File: src/verilog/period_timer_consts.vh
`ifndef PERIOD_TIMER_CONSTS_VH
`define PERIOD_TIMER_CONSTS_VH
// register byte addresses on the bus
`define ADDR_PERIOD_COUNTER 12'h000
`define ADDR_PERIOD_LIMIT 12'h004
`define ADDR_CONTROL 12'h008
`define ADDR_FLAG 12'h00c
`define ADDR_IRQ_ENABLE 12'h010
// control field positions
`define POSTSCALE_HI 6
`define POSTSCALE_LO 3
`define TIMER_ON_BIT 2
`define PRESCALE_HI 1
`define PRESCALE_LO 0
// flag and enable register bit
`define MATCH_FLAG_BIT 1
// reset values
`define COUNTER_RESET 8'h00
`define LIMIT_RESET 8'hff
`define CONTROL_RESET 7'h00
// instruction clock is the core clock divided by this plus one
`define INSTR_DIV 2'd3
`define INSTR_DIV_W 2
// prescaler terminal counts, ratio minus one
`define PRE_DIV1 6'h00
`define PRE_DIV4 6'h03
`define PRE_DIV16 6'h0f
`define PRE_DIV64 6'h3f
`endif

File: src/verilog/period_prescaler.v
`timescale 1ns/1ns
`default_nettype none
`include "period_timer_consts.vh"
module period_prescaler (
  // clock and reset
  input wire clk,
  input wire rst_n,
  // control
  input wire tick,
  input wire clear,
  input wire [1:0] select,
  // output
  output reg pulse
);
  reg [5:0] count;

  // terminal count for the selected ratio
  function [5:0] limit_of;
    input [1:0] sel;
    begin
      case (sel)
        2'b00: limit_of = `PRE_DIV1;
        2'b01: limit_of = `PRE_DIV4;
        2'b10: limit_of = `PRE_DIV16;
        default: limit_of = `PRE_DIV64;
      endcase
    end
  endfunction

  // divide instruction ticks down
  always @(posedge clk or negedge rst_n) begin
    if (!rst_n) begin
      count <= 6'h00;
      pulse <= 1'b0;
    end else if (clear) begin
      count <= 6'h00;
      pulse <= 1'b0;
    end else if (tick) begin
      if (count >= limit_of(select)) begin
        count <= 6'h00;
        pulse <= 1'b1;
      end else begin
        count <= count + 6'h01;
        pulse <= 1'b0;
      end
    end else begin
      pulse <= 1'b0;
    end
  end
endmodule // period_prescaler
`default_nettype wire

File: src/verilog/period_match_timer.v
// Our own choices: register access over APB and the address map.
`timescale 1ns/1ns
`default_nettype none
`include "period_timer_consts.vh"
module period_match_timer (
  // clock and reset
  input wire clk,
  input wire rst_n,
  // apb slave
  input wire psel,
  input wire penable,
  input wire pwrite,
  input wire [11:0] paddr,
  input wire [31:0] pwdata,
  output reg [31:0] prdata,
  output reg pready,
  output reg pslverr,
  // status out
  output reg period_match_flag,
  output reg match_pulse
);
  reg rst_meta;
  reg rst_sync_n;
  reg [`INSTR_DIV_W-1:0] instr_count;
  reg instr_tick;
  reg [7:0] period_counter;
  reg [7:0] period_limit;
  reg [6:0] period_timer_control;
  reg period_match_irq_enable;
  reg [3:0] post_count;
  reg [31:0] next_prdata;
  reg addr_ok;
  wire pre_pulse;
  wire wr_access;
  wire wr_counter;
  wire wr_control;
  wire hidden_clear;
  wire timer_on;
  wire at_match;
  wire step;
  wire post_out;
  wire [3:0] post_select;

  // reset release through two flops
  always @(posedge clk or negedge rst_n) begin
    if (!rst_n) begin
      rst_meta <= 1'b0;
      rst_sync_n <= 1'b0;
    end else begin
      rst_meta <= 1'b1;
      rst_sync_n <= rst_meta;
    end
  end

  // bus decode
  assign wr_access = psel & penable & pwrite;
  assign wr_counter = wr_access & (paddr == `ADDR_PERIOD_COUNTER);
  assign wr_control = wr_access & (paddr == `ADDR_CONTROL);
  assign hidden_clear = wr_counter | wr_control;
  assign timer_on = period_timer_control[`TIMER_ON_BIT];
  assign post_select = period_timer_control[`POSTSCALE_HI:`POSTSCALE_LO];
  assign at_match = (period_counter == period_limit);
  assign step = pre_pulse & timer_on & ~hidden_clear;
  assign post_out = step & at_match & (post_count == post_select);

  // instruction clock enable, one pulse every four core cycles
  always @(posedge clk or negedge rst_sync_n) begin
    if (!rst_sync_n) begin
      instr_count <= {`INSTR_DIV_W{1'b0}};
      instr_tick <= 1'b0;
    end else if (instr_count == `INSTR_DIV) begin
      instr_count <= {`INSTR_DIV_W{1'b0}};
      instr_tick <= 1'b1;
    end else begin
      instr_count <= instr_count + 2'd1;
      instr_tick <= 1'b0;
    end
  end

  // prescaler, stalled while the timer is off
  period_prescaler u_prescaler (
    .clk(clk),
    .rst_n(rst_sync_n),
    .tick(instr_tick & timer_on),
    .clear(hidden_clear),
    .select(period_timer_control[`PRESCALE_HI:`PRESCALE_LO]),
    .pulse(pre_pulse)
  );

  // period counter and limit
  always @(posedge clk or negedge rst_sync_n) begin
    if (!rst_sync_n) begin
      period_counter <= `COUNTER_RESET;
      period_limit <= `LIMIT_RESET;
    end else begin
      if (wr_counter) begin
        period_counter <= pwdata[7:0];
      end else if (step) begin
        if (at_match) begin
          period_counter <= 8'h00;
        end else begin
          period_counter <= period_counter + 8'h01;
        end
      end
      if (wr_access & (paddr == `ADDR_PERIOD_LIMIT)) begin
        period_limit <= pwdata[7:0];
      end
    end
  end

  // postscaler count
  always @(posedge clk or negedge rst_sync_n) begin
    if (!rst_sync_n) begin
      post_count <= 4'h0;
    end else if (hidden_clear) begin
      post_count <= 4'h0;
    end else if (step & at_match) begin
      if (post_count == post_select) begin
        post_count <= 4'h0;
      end else begin
        post_count <= post_count + 4'h1;
      end
    end
  end

  // control, flag and enable registers
  always @(posedge clk or negedge rst_sync_n) begin
    if (!rst_sync_n) begin
      period_timer_control <= `CONTROL_RESET;
      period_match_flag <= 1'b0;
      period_match_irq_enable <= 1'b0;
      match_pulse <= 1'b0;
    end else begin
      match_pulse <= step & at_match;
      if (wr_control) begin
        period_timer_control <= pwdata[6:0];
      end
      if (wr_access & (paddr == `ADDR_IRQ_ENABLE)) begin
        period_match_irq_enable <= pwdata[`MATCH_FLAG_BIT];
      end
      // set wins over a software clear
      if (post_out) begin
        period_match_flag <= 1'b1;
      end else if (wr_access & (paddr == `ADDR_FLAG)) begin
        period_match_flag <= pwdata[`MATCH_FLAG_BIT];
      end
    end
  end

  // read mux
  always @* begin
    next_prdata = 32'h00000000;
    addr_ok = 1'b1;
    case (paddr)
      `ADDR_PERIOD_COUNTER: next_prdata[7:0] = period_counter;
      `ADDR_PERIOD_LIMIT: next_prdata[7:0] = period_limit;
      `ADDR_CONTROL: next_prdata[6:0] = period_timer_control;
      `ADDR_FLAG: next_prdata[`MATCH_FLAG_BIT] = period_match_flag;
      `ADDR_IRQ_ENABLE:
        next_prdata[`MATCH_FLAG_BIT] = period_match_irq_enable;
      default: addr_ok = 1'b0;
    endcase
  end

  // apb answer, registered so access phase always lasts one cycle
  always @(posedge clk or negedge rst_sync_n) begin
    if (!rst_sync_n) begin
      pready <= 1'b0;
      pslverr <= 1'b0;
      prdata <= 32'h00000000;
    end else if (psel & ~penable) begin
      pready <= 1'b1;
      pslverr <= ~addr_ok;
      prdata <= pwrite ? 32'h00000000 : next_prdata;
    end else begin
      pready <= 1'b0;
      pslverr <= 1'b0;
      prdata <= 32'h00000000;
    end
  end
endmodule // period_match_timer
`default_nettype wire

File: config.mk
export PLATFORM = sky130hd
export DESIGN_NAME = period_match_timer
export DESIGN_NICKNAME = d
export VERILOG_FILES = /design/src/verilog/period_prescaler.v /design/src/verilog/period_match_timer.v
export VERILOG_INCLUDE_DIRS = /design/src /design/src/verilog
export SDC_FILE = /design/constraint.sdc
export NUM_CORES = 1
export LEC_CHECK = 0
export BUFFER_PORTS_ARGS = -buffer_cell sky130_fd_sc_hd__buf_2
export CAP_MARGIN = 20
export CORE_MARGIN = 2
export CORE_UTILIZATION = 49
export CTS_BUF_LIST = sky130_fd_sc_hd__clkbuf_8
export CTS_CLUSTER_SIZE = 16
export DETAILED_ROUTE_END_ITERATION = 16
export PLACE_DENSITY = 0.79
export SLEW_MARGIN = 30
export SYNTH_ARGS = -nofsm -noshare
export SYNTH_HDL_FRONTEND = slang
export SYNTH_SLANG_ARGS = --single-unit
export TNS_END_PERCENT = 1
File: constraint.sdc
create_clock -name clk -period 1.71 [get_ports clk]
set_clock_uncertainty 0.15 [all_clocks]
set_input_delay 0.4275 -clock clk [delete_from_list [all_inputs] [get_ports clk]]
set_output_delay 0.4275 -clock clk [all_outputs]
set_load 0.1 [all_outputs]
Word-level counts from Yosys, hierarchy flattened
Index checks and enable logic that the tools add are counted.
{"block": "word_totals", "reg_bits": 76, "latchBits": 0, "ramBits": 0, "mem_bits_ro": 0, "out_inout_bits": 36, "memories": 0}
{"block": "op_classes", "n_addsub": 4, "n_mul": 0, "n_div": 0, "n_lt_le_gt_ge": 1, "eq_ne": 9, "shift": 0, "muxes": 28, "n_bitwise": 17, "n_reduce_logical": 7}
{"operator": "$mux 32", "n": 1}
{"operator": "$mux 8", "n": 4}
{"operator": "$mux 6", "n": 5}
{"operator": "$eq 12x4->1 const B", "n": 2}
{"operator": "$pmux 6 s3", "n": 1}
{"operator": "$pmux 5 s3", "n": 1}
{"operator": "$and 1x1->1", "n": 13}
{"operator": "$eq 12x3->1 const B", "n": 1}
{"operator": "$eq 12x5->1 const B", "n": 1}
{"operator": "$logic_not 12->1", "n": 1}
{"operator": "$mux 4", "n": 3}
{"operator": "$mux 1", "n": 9}
{"operator": "$add 8x1->8 const B", "n": 1}
{"operator": "$eq 8x8->1", "n": 1}
{"operator": "$reduce_bool 2->1", "n": 4}
{"operator": "$add 6x1->6 const B", "n": 1}
{"operator": "$ge 6x6->1", "n": 1}
{"operator": "$pmux 1 s5", "n": 1}
{"operator": "$reduce_or 5->1", "n": 1}
{"operator": "$add 4x1->4 const B", "n": 1}
{"operator": "$eq 2x2->1 const B", "n": 2}
{"operator": "$eq 4x4->1", "n": 1}
{"operator": "$not 1->1", "n": 3}
{"operator": "$pmux 1 s3", "n": 1}
{"operator": "other kinds (6)", "n": 6}

Longest topological paths before layout
Gate-level depths: netlist of the first run.
{"block": "logic_depth", "word_depth": 9, "ltp_mapped": 8, "ltp_nobuf": 8}

Cells and area by module
Synthesis of the first run repeated with hierarchy kept, for this count alone.
{"block": "hier_totals", "hier_cells": 285, "area_unflattened_um2": 2981.6}
{"module": "period_match_timer", "n_inst": 1, "cells_per_inst": 236, "area_each_um2": 2488.6, "seq_area_each_um2": 1136.1}
{"module": "period_prescaler", "n_inst": 1, "cells_per_inst": 49, "area_each_um2": 493.0, "seq_area_each_um2": 175.2}

Least setup slack after synthesis of the first run
No wires, ideal clock.
{"block": "synth_path", "path_type": "input-to-reg", "startpoint": "input paddr[7]", "endpoint": "register period_limit[0]", "arrival_ns": 2.389, "t_required_ns": 1.478, "path_slack_ns": -0.911, "cell_stages": 5, "n_path_buf": 1, "path_cell_list": "or4_4 or4_4 buf_6 nor4_4 mux2_2"}
{"block": "synth_between", "elab_chain_cells": 2}
{"item": "from (decl)", "line": "period_match_timer.v:13", "source": "input wire [11:0] paddr,"}
{"item": "$eq 12x3->1"}
{"item": "$and 1x1->1", "line": "period_match_timer.v:105", "source": "if (wr_access & (paddr == `ADDR_PERIOD_LIMIT)) begin"}
{"item": "to (signal assigned)", "line": "period_match_timer.v:94", "source": "period_limit <= `LIMIT_RESET;"}
{"item": "to (signal assigned)", "line": "period_match_timer.v:106", "source": "period_limit <= pwdata[7:0];"}
{"item": "to (decl)", "line": "period_match_timer.v:27", "source": "reg [7:0] period_limit;"}
Every way passes these cells.
A chain may end at the register's enable or synchronous reset.

Worst setup path after layout of the first run
{"block": "layout_path", "startpoint": "input paddr[8]", "endpoint": "register post_count[2]"}
{"block": "layout_between", "elab_chain_cells": 7, "word_cells_on_any_way": 10, "cone_classes": "eq/ne (1); mux (1); bitwise (6); reduce/logical (2)"}
{"item": "$eq 12x4->1 / $logic_not 12->1 (equally long branches)"}
{"item": "$and 1x1->1, on equally long branches", "line": "period_match_timer.v:58, period_match_timer.v:57"}
{"item": "$or 1x1->1 (*)", "line": "period_match_timer.v:59", "source": "assign hidden_clear = wr_counter | wr_control;"}
{"item": "$not 1->1", "line": "period_match_timer.v:63", "source": "assign step = pre_pulse & timer_on & ~hidden_clear;"}
{"item": "$and 1x1->1", "line": "period_match_timer.v:63"}
{"item": "$and 1x1->1", "line": "period_match_timer.v:117", "source": "end else if (step & at_match) begin"}
{"item": "$reduce_bool 2->1 (no line)"}
{"item": "to (signal assigned)", "line": "period_match_timer.v:121", "source": "post_count <= post_count + 4'h1;"}
{"item": "to (decl)", "line": "period_match_timer.v:30", "source": "reg [3:0] post_count;"}
Mark *: on every way between the ends. The rest lies on a longest branch, timed or not.

==> qor.log, run 1 <==
qor: logic_synthesis.synth.ff_latch_count 52
qor: worst_setup_path.critPathMaxStageDelay 0.57 ns
qor: worst_setup_path.critPathArrivalTime 2.30 ns
qor: outcome.status complete, but fails checks
qor: finish.layout-area-overhead-vs-synth 34.2%
qor: worst_setup_path.worst_path_dominant_cell_family simple AND/OR/NAND/NOR gates
qor: power_and_ir_drop.power.share.switching 30.5%
qor: sta.post-route-min-period 2.26 ns
qor: routing.wl 8020 um
qor: finish.final_core_util 68.1%
qor: worst_setup_path.critPathBufInv 1
qor: sta.slew_headroom 67.2%
qor: worst_setup_path.required 1.75 ns
qor: sta.fin_setup_tns -16.53 ns
qor: power_and_ir_drop.share_comb_of_total_power 16.5%
qor: logic_synthesis.sequential_cell_area_fraction_in_the_yosys_report 43.4%
qor: routing.detailroute.via_count 2,648
qor: clocking.clock_root_buffer_master sky130_fd_sc_hd__clkbuf_8
qor: worst_setup_path.startpoint_of_the_lowest_slack_register_to_register_path period_limit[2]$_DFFE_PN1P_
qor: clocking.clock_tree.htree_level_count 2
qor: placed_design.final_weighted_congestion_of_routability_driven_global_placement 0.866
qor: sta.max_freq 0.443 GHz
qor: finish.antenna_cells 0
qor: power_and_ir_drop.p_clk_share 35.4%
qor: sta.post-route-worst-setup-slack -0.548 ns
qor: global_route.grt_overflow_total 0
qor: power_and_ir_drop.pwr_density_cell 635 nW/um2
qor: finish.commonest_cells_after_routing_fill_and_taps_aside sky130_fd_sc_hd__buf_4 (57), sky130_fd_sc_hd__dfrtp_1 (43), sky130_fd_sc_hd__buf_2 (33), sky130_fd_sc_hd__conb_1 (25), sky130_fd_sc_hd__nor2_1 (22)
qor: logic_synthesis.syn-cell-area 3020 um2
qor: routing.average_detailed_routed_wire_length_per_instance 16.9 um
qor: worst_setup_path.ff2ff_path_depth 7
qor: flow_run.maxcap_viol_count 0
qor: clocking.clkSinkCount 52
qor: logic_synthesis.count_of_yosys_warnings_during_synthesis 0
qor: sta.timing.final.crit_share 132%
qor: finish.nNetsFinal 459
qor: worst_setup_path.crit_path_start_kind input port
qor: placed_design.total_half_perimeter_wirelength_after_legalization_and_detailed_placement 5440 um
qor: worst_setup_path.timing.critical_path.cells buf_6 > or4_4 > or4_4 > nor4_4 > a31oi_1 > a211o_1
qor: clocking.number_of_cts_inserted_buffers 5
qor: floorplanning.number_of_top_level_design_ports 85
qor: sta.max_slew.worst_pin.slew 0.488 ns
qor: sta.rsz0062_at_grt true
qor: power_and_ir_drop.seq_power_share 48.1%
qor: global_route.grt_first_pass_wirelength 12,300 um
qor: routing.drt_drc_violations_left 0
qor: worst_hold_path.timing.hold.worst.class reg2async
qor: worst_setup_path.launch_point_of_the_critical_path paddr[8]
qor: routing.detailedRoute.firstPassIterationCount 4
qor: logic_synthesis.number_of_different_library_cells_in_the_post_synthesis_netlist 47
qor: worst_setup_path.setup.worst_path.end post_count[2]$_DFFE_PN0P_
qor: global_route.gr_util_all_layers 23.9%
qor: logic_synthesis.number_of_flops_mapped_to_enable_cells_by_yosys 0
qor: power_and_ir_drop.power.leakage 1.97 nW
qor: global_route.grt_max_degree 51
qor: worst_setup_path.cp-end-kind register
qor: floorplanning.placement_rows 28
qor: worst_setup_path.critical-path-top-cell-by-count sky130_fd_sc_hd__or4_4
qor: clocking.clkSlewWorstSetupHoldPaths 0.10 ns
qor: routing.post_drt_via_cell_ratio 5.56
qor: worst_setup_path.crit_path_max_delay_cell_type sky130_fd_sc_hd__or4_4
qor: power_and_ir_drop.vdd_ir_drop_max 573 uV
qor: worst_setup_path.worst-path-stages 6
qor: worst_setup_path.critical_path.max_fanout 5
qor: clocking.tritoncts_clock_tree done
qor: worst_setup_path.r2r_setup_slack -0.39 ns
qor: worst_setup_path.critical_path_class in2reg
qor: routing.drtAntennaViolNets 0
qor: power_and_ir_drop.power.net_switching 0.786 mW
qor: floorplanning.die_area 6810 um2
qor: outcome.violations negative setup slack
qor: floorplanning.coreArea 5960 um2
qor: floorplanning.chipWidth 82.5 um
qor: power_and_ir_drop.total_internal_power 1.79 mW
qor: logic_synthesis.yosys_most_used_dff sky130_fd_sc_hd__dfrtp_1
qor: floorplanning.die_h 82.5 um
qor: logic_synthesis.synth_cells 300
qor: global_route.grt_pass1_vias 2,631
qor: placed_design.number_of_port_buffers 36
qor: clocking.worst_skew_pair.late_latency 0.31 ns
qor: finish.layout_commonest_cell sky130_fd_sc_hd__buf_4
qor: sta.finalSetupViolCount 46
qor: global_route.grt_antenna_before_repair 0
qor: finish.final-instance-count-excl-fill 476
qor: floorplanning.initial_core_util 50.8%
qor: logic_synthesis.synthesized_area_per_cell 10.1 um2
qor: logic_synthesis.synthArstFlopShare 100%
qor: worst_setup_path.timing.rr.end period_counter[0]$_DFFE_PN0P_
qor: finish.drive_above_1_share 40.9%
qor: sta.report.final.slew_viol_count 0
qor: clocking.clock_tree.buffer_depth 2
qor: sta.report.final.hold_viol_count 0
qor: placed_design.placedCellCount 465
qor: power_and_ir_drop.post-layout-total-power 2.58 mW
qor: routing.detailedRoute.firstIterationViolations 194
[routing by layer]
layer	track usage, %	vias to the layer above	share of wire (%)
li1	-	1232	-
met1	27.7	1298	40
met2	44.0	103	52
met3	4.35	15	5.4
met4	8.36	0	2.6
met5	0	-	0
[kinds of logic after synthesis]
logic type               synth area share, %
AND/OR/NAND/NOR                         20.1
flip-flops                              43.4
AO/OA/AOI/OAI                           9.52
buffers and inverters                   8.57
multiplexers                            10.3
XOR/XNOR                                3.77
adder cells (fa/ha/maj)                 4.14
other                                  0.248
[stage by stage]
step                hold slack, ns  setup WS (ns)  cell area (um2)
CTS                          0.116         -0.549             3930
floorplan                  -0.0181         -0.911             3110
global placement            0.0624         -0.974             3670
global route                 0.134         -0.584             4060
detailed placement          0.0643          -1.01             3670
finish                      0.0922         -0.548             4060
[cell usage after synthesis (all sizes together), types with 2 or more instances]
| cell type | instances | area, um2 |
|---|---|---|
| nand2 | 20 | 75.1 |
| xnor2 | 5 | 43.8 |
| o31ai | 4 | 30.0 |
| ha | 10 | 125 |
| dfstp | 8 | 210 |
| a22oi | 2 | 15.0 |
| a31oi | 5 | 31.3 |
| clkbuf | 2 | 7.51 |
| mux2 | 17 | 191 |
| or2 | 2 | 12.5 |
| nand4b | 2 | 17.5 |
| mux2i | 12 | 120 |
| nor4b | 4 | 35.0 |
| nor2b | 2 | 12.5 |
| nand3 | 12 | 60.1 |
| o22ai | 3 | 18.8 |
| a21o | 2 | 15.0 |
| xor2 | 8 | 70.1 |
| a21oi | 13 | 65.1 |
| o21ai | 8 | 40.0 |
| nor2 | 25 | 93.8 |
| or4 | 5 | 46.3 |
| conb | 2 | 7.51 |
| buf | 30 | 218 |
| nand4 | 2 | 12.5 |
| and3 | 4 | 25.0 |
| dfrtp | 44 | 1100 |
| and2 | 5 | 31.3 |
| nor3 | 8 | 40.0 |
| inv | 9 | 33.8 |
| nor4 | 9 | 92.6 |
| a221o | 4 | 40.0 |
| or3 | 5 | 31.3 |
[power groups by stage]
stage                     registers (mW)  clock network, mW  logic [mW]
final                               1.24              0.912       0.425
after global routing                1.24              0.966       0.445
after CTS                           1.24              0.919       0.412
after detailed placement            1.26                  0       0.402
after global placement              1.26                  0       0.398
after floorplan                     1.30                  0       0.319
[worst min-delay path by stage]
| stage | startpoint | endpoint | slack [ns] |
|---|---|---|---|
| after global placement | rst_n | rst_meta$_DFF_PN0_ | 0.06 |
| after detailed placement | rst_n | rst_meta$_DFF_PN0_ | 0.06 |
| after floorplan | rst_n | rst_meta$_DFF_PN0_ | -0.02 |
| after global routing | rst_sync_n$_DFF_PN0_ | period_timer_control[4]$_DFFE_PN0P_ | 0.13 |
| final | rst_sync_n$_DFF_PN0_ | period_timer_control[4]$_DFFE_PN0P_ | 0.09 |
| after CTS | rst_sync_n$_DFF_PN0_ | period_timer_control[3]$_DFFE_PN0P_ | 0.12 |
[final cells by class]
type	count	area [um2]
Sequential cell	52	1310
Clock inverter	2	38.8
Timing Repair Buffer	102	749
Fill cell	422	1900
Multi-Input combinational cell	230	1750
Tap cell	75	93.8
Inverter	9	33.8
Clock buffer	6	82.6
[state kept, by name, indices dropped and copies added (netlist names)]
name	count
period_timer_control	7
instr_count	2
pslverr	1
prdata	8
instr_tick	1
period_match_irq_enable	1
rst_sync_n	1
match_pulse	1
rst_meta	1
period_match_flag	1
period_counter	8
post_count	4
u_prescaler.count	6
u_prescaler.pulse	1
pready	1
period_limit	8
[repair_timing]
| item | CTS | global route |
|---|---|---|
| gates resized for setup | 26 | 27 |
| buffers inserted | 2 | 0 |
| gates cloned | 0 | 0 |
| pin swaps | 20 | 9 |
| endpoints found under the hold margin | 2 | 0 |
| endpoints found under the setup margin | 47 | 47 |
| hold buffers | 1 | 0 |
[worst reg2reg max path, cell delays in order (launching register included)]
cell,delay (ns)
sky130_fd_sc_hd__dfstp_2,0.56
sky130_fd_sc_hd__xor2_1,0.25
sky130_fd_sc_hd__nor4_2,0.09
sky130_fd_sc_hd__buf_4,0.16
sky130_fd_sc_hd__and2_2,0.21
sky130_fd_sc_hd__buf_4,0.15
sky130_fd_sc_hd__or3_1,0.35
sky130_fd_sc_hd__a21oi_1,0.12
Note: power is estimated with default switching activity, not from simulation.
==> inputs of run 2 (changes only) <==
- BUFFER_PORTS_ARGS: -buffer_cell sky130_fd_sc_hd__buf_2 -> default
- CORE_UTILIZATION: 49 -> 60
- DONT_BUFFER_PORTS: default -> 1
==> qor.log, run 2 (same netlist as run 1, synthesis figures left out) <==
qor: outcome.status complete, but fails checks
qor: outcome.violations negative setup slack
qor: floorplanning.number_of_top_level_design_ports 85
qor: flow_run.maxcap_viol_count 0
qor: placed_design.final_weighted_congestion_of_routability_driven_global_placement 0.902
qor: routing.post_drt_via_cell_ratio 5.90
qor: floorplanning.die_area 5620 um2
qor: floorplanning.chipWidth 75.0 um
qor: worst_setup_path.cp-end-kind register
qor: finish.fillCellCount 297
qor: finish.antenna_cells 0
qor: sta.timing.final.crit_share 129%
qor: routing.detailedRoute.firstPassIterationCount 4
qor: worst_setup_path.critical_path.max_fanout 5
qor: worst_setup_path.required 1.76 ns
qor: sta.report.final.slew_viol_count 0
qor: routing.average_detailed_routed_wire_length_per_instance 17.3 um
qor: finish.commonest_cells_after_routing_fill_and_taps_aside sky130_fd_sc_hd__buf_4 (57), sky130_fd_sc_hd__dfrtp_1 (43), sky130_fd_sc_hd__conb_1 (25), sky130_fd_sc_hd__nor2_1 (23), sky130_fd_sc_hd__nand2_1 (17)
qor: global_route.grt_antenna_before_repair 0
qor: power_and_ir_drop.pwr_density_cell 608 nW/um2
qor: clocking.clkSlewWorstSetupHoldPaths 0.10 ns
qor: clocking.clock_tree.buffer_depth 2
qor: clocking.tritoncts_clock_tree done
qor: clocking.clkSinkCount 52
qor: sta.finalSetupViolCount 45
qor: finish.layout_commonest_cell sky130_fd_sc_hd__buf_4
qor: placed_design.number_of_port_buffers 0
qor: worst_setup_path.critPathBufInv 0
qor: worst_setup_path.worst_path_dominant_cell_family simple AND/OR/NAND/NOR gates
qor: clocking.postcts_setup_bufs 0
qor: global_route.grt_max_degree 25
qor: worst_setup_path.timing.critical_path.cells or4_4 > or4_4 > nor4_1 > mux2i_1 > o31ai_1
qor: global_route.gr_util_all_layers 27.1%
qor: sta.rsz0062_at_grt true
qor: sta.post-route-worst-setup-slack -0.498 ns
qor: routing.wl 7440 um
qor: clocking.clock_root_buffer_master sky130_fd_sc_hd__clkbuf_8
qor: worst_setup_path.critPathMaxStageDelay 0.56 ns
qor: floorplanning.placement_rows 25
qor: power_and_ir_drop.post-layout-total-power 2.30 mW
qor: sta.holdWs 0.0137 ns
qor: routing.drt_drc_violations_left 0
qor: clocking.number_of_cts_inserted_buffers 5
qor: worst_setup_path.critPathArrivalTime 2.26 ns
qor: finish.drive_above_1_share 35.8%
qor: clocking.worst_skew_pair.late_latency 0.32 ns
qor: sta.post-route-min-period 2.21 ns
qor: power_and_ir_drop.power.leakage 1.77 nW
qor: finish.final-instance-count-excl-fill 430
qor: finish.nNetsFinal 421
qor: worst_setup_path.critical-path-top-cell-by-count sky130_fd_sc_hd__or4_4
qor: routing.detailedRoute.firstIterationViolations 186
qor: global_route.grt_pass1_vias 2,433
qor: placed_design.placedCellCount 420
qor: worst_setup_path.critical_path_class in2reg
qor: worst_setup_path.crit_path_start_kind input port
qor: sta.max_freq 0.453 GHz
qor: clocking.clock_tree.htree_level_count 2
qor: routing.drtAntennaViolNets 0
qor: floorplanning.initial_core_util 63.2%
qor: power_and_ir_drop.vdd_ir_drop_max 556 uV
qor: worst_setup_path.crit_path_max_delay_cell_type sky130_fd_sc_hd__or4_4
qor: sta.fin_setup_tns -13.30 ns
qor: worst_hold_path.timing.hold.worst.class in2reg
qor: finish.largestRegisters period_counter: 8 flops, period_limit: 8 flops, prdata: 8 flops
qor: floorplanning.coreArea 4790 um2
qor: finish.final_core_util 79.2%
qor: sta.report.final.hold_viol_count 0
qor: floorplanning.die_h 75.0 um
qor: global_route.grt_first_pass_wirelength 11,400 um
qor: placed_design.total_half_perimeter_wirelength_after_legalization_and_detailed_placement 5160 um
qor: routing.detailroute.via_count 2,535
qor: global_route.grt_overflow_total 0
qor: finish.layout-area-overhead-vs-synth 25.4%
==> run 2: what timing repair did <==
item                                    4_1_cts  5_1_grt
pin swaps                                    13        4
hold buffers                                  1        1
endpoints found under the setup margin       46       46
resized for setup                            34       13
endpoints found under the hold margin         2        1
==> run 2: power breakdown <==
| part | internal (mW) | leakage (nW) | switching (mW) |
|---|---|---|---|
| Sequential | 1.24 | 0.670 | 0.0115 |
| Clock | 0.290 | 0.0404 | 0.435 |
| Combinational | 0.0399 | 1.06 | 0.292 |
| Total | 1.57 | 1.77 | 0.738 |
==> run 2: through the flow <==
step,instance area (um2),setup WS [ns]
2_1_floorplan,3110,-0.911
3_3_place_gp,3460,-0.858
3_5_place_dp,3460,-0.979
4_1_cts,3710,-0.495
5_1_grt,3790,-0.602
6_report,3790,-0.498
==> run 2: layout make-up <==
class / instances / area [um2] / share of cell area (%)
clock inverters: 3 / 23.8 / 0.627
multi-input cells: 230 / 1750 / 46.1
inverters: 9 / 33.8 / 0.891
flip-flops and latches: 52 / 1310 / 34.6
clock buffers: 5 / 68.8 / 1.82
well taps: 67 / 83.8 / 2.21
repair buffers: 64 / 522 / 13.8
==> run 2: routing by layer <==
layer  GRT usage (%)  vias up  wire [um]
met3            6.16       17        539
met1            33.0     1251       2860
met5               0        -          0
met4            13.1        0        173
met2            45.6      115       3870
li1                -     1152          -
==> run 2: worst paths after layout <==
kind                                             startpoint                       endpoint  slack, ns  cells after the start
worst max register to register  period_limit[2]$_DFFE_PN1P_  period_counter[1]$_DFFE_PN0P_      -0.41                      7
worst min-delay path                               paddr[3]            prdata[7]$_DFF_PN0_       0.01                      1
worst max-delay path                               paddr[7]  period_match_flag$_DFFE_PN0P_      -0.50                      5
min in group asynchronous              rst_sync_n$_DFF_PN0_  period_counter[3]$_DFFE_PN0P_       0.07                      0
max in group asynchronous              rst_sync_n$_DFF_PN0_    period_limit[1]$_DFFE_PN1P_       0.79                      1
worst min register to register         rst_sync_n$_DFF_PN0_  period_counter[3]$_DFFE_PN0P_       0.07                      0
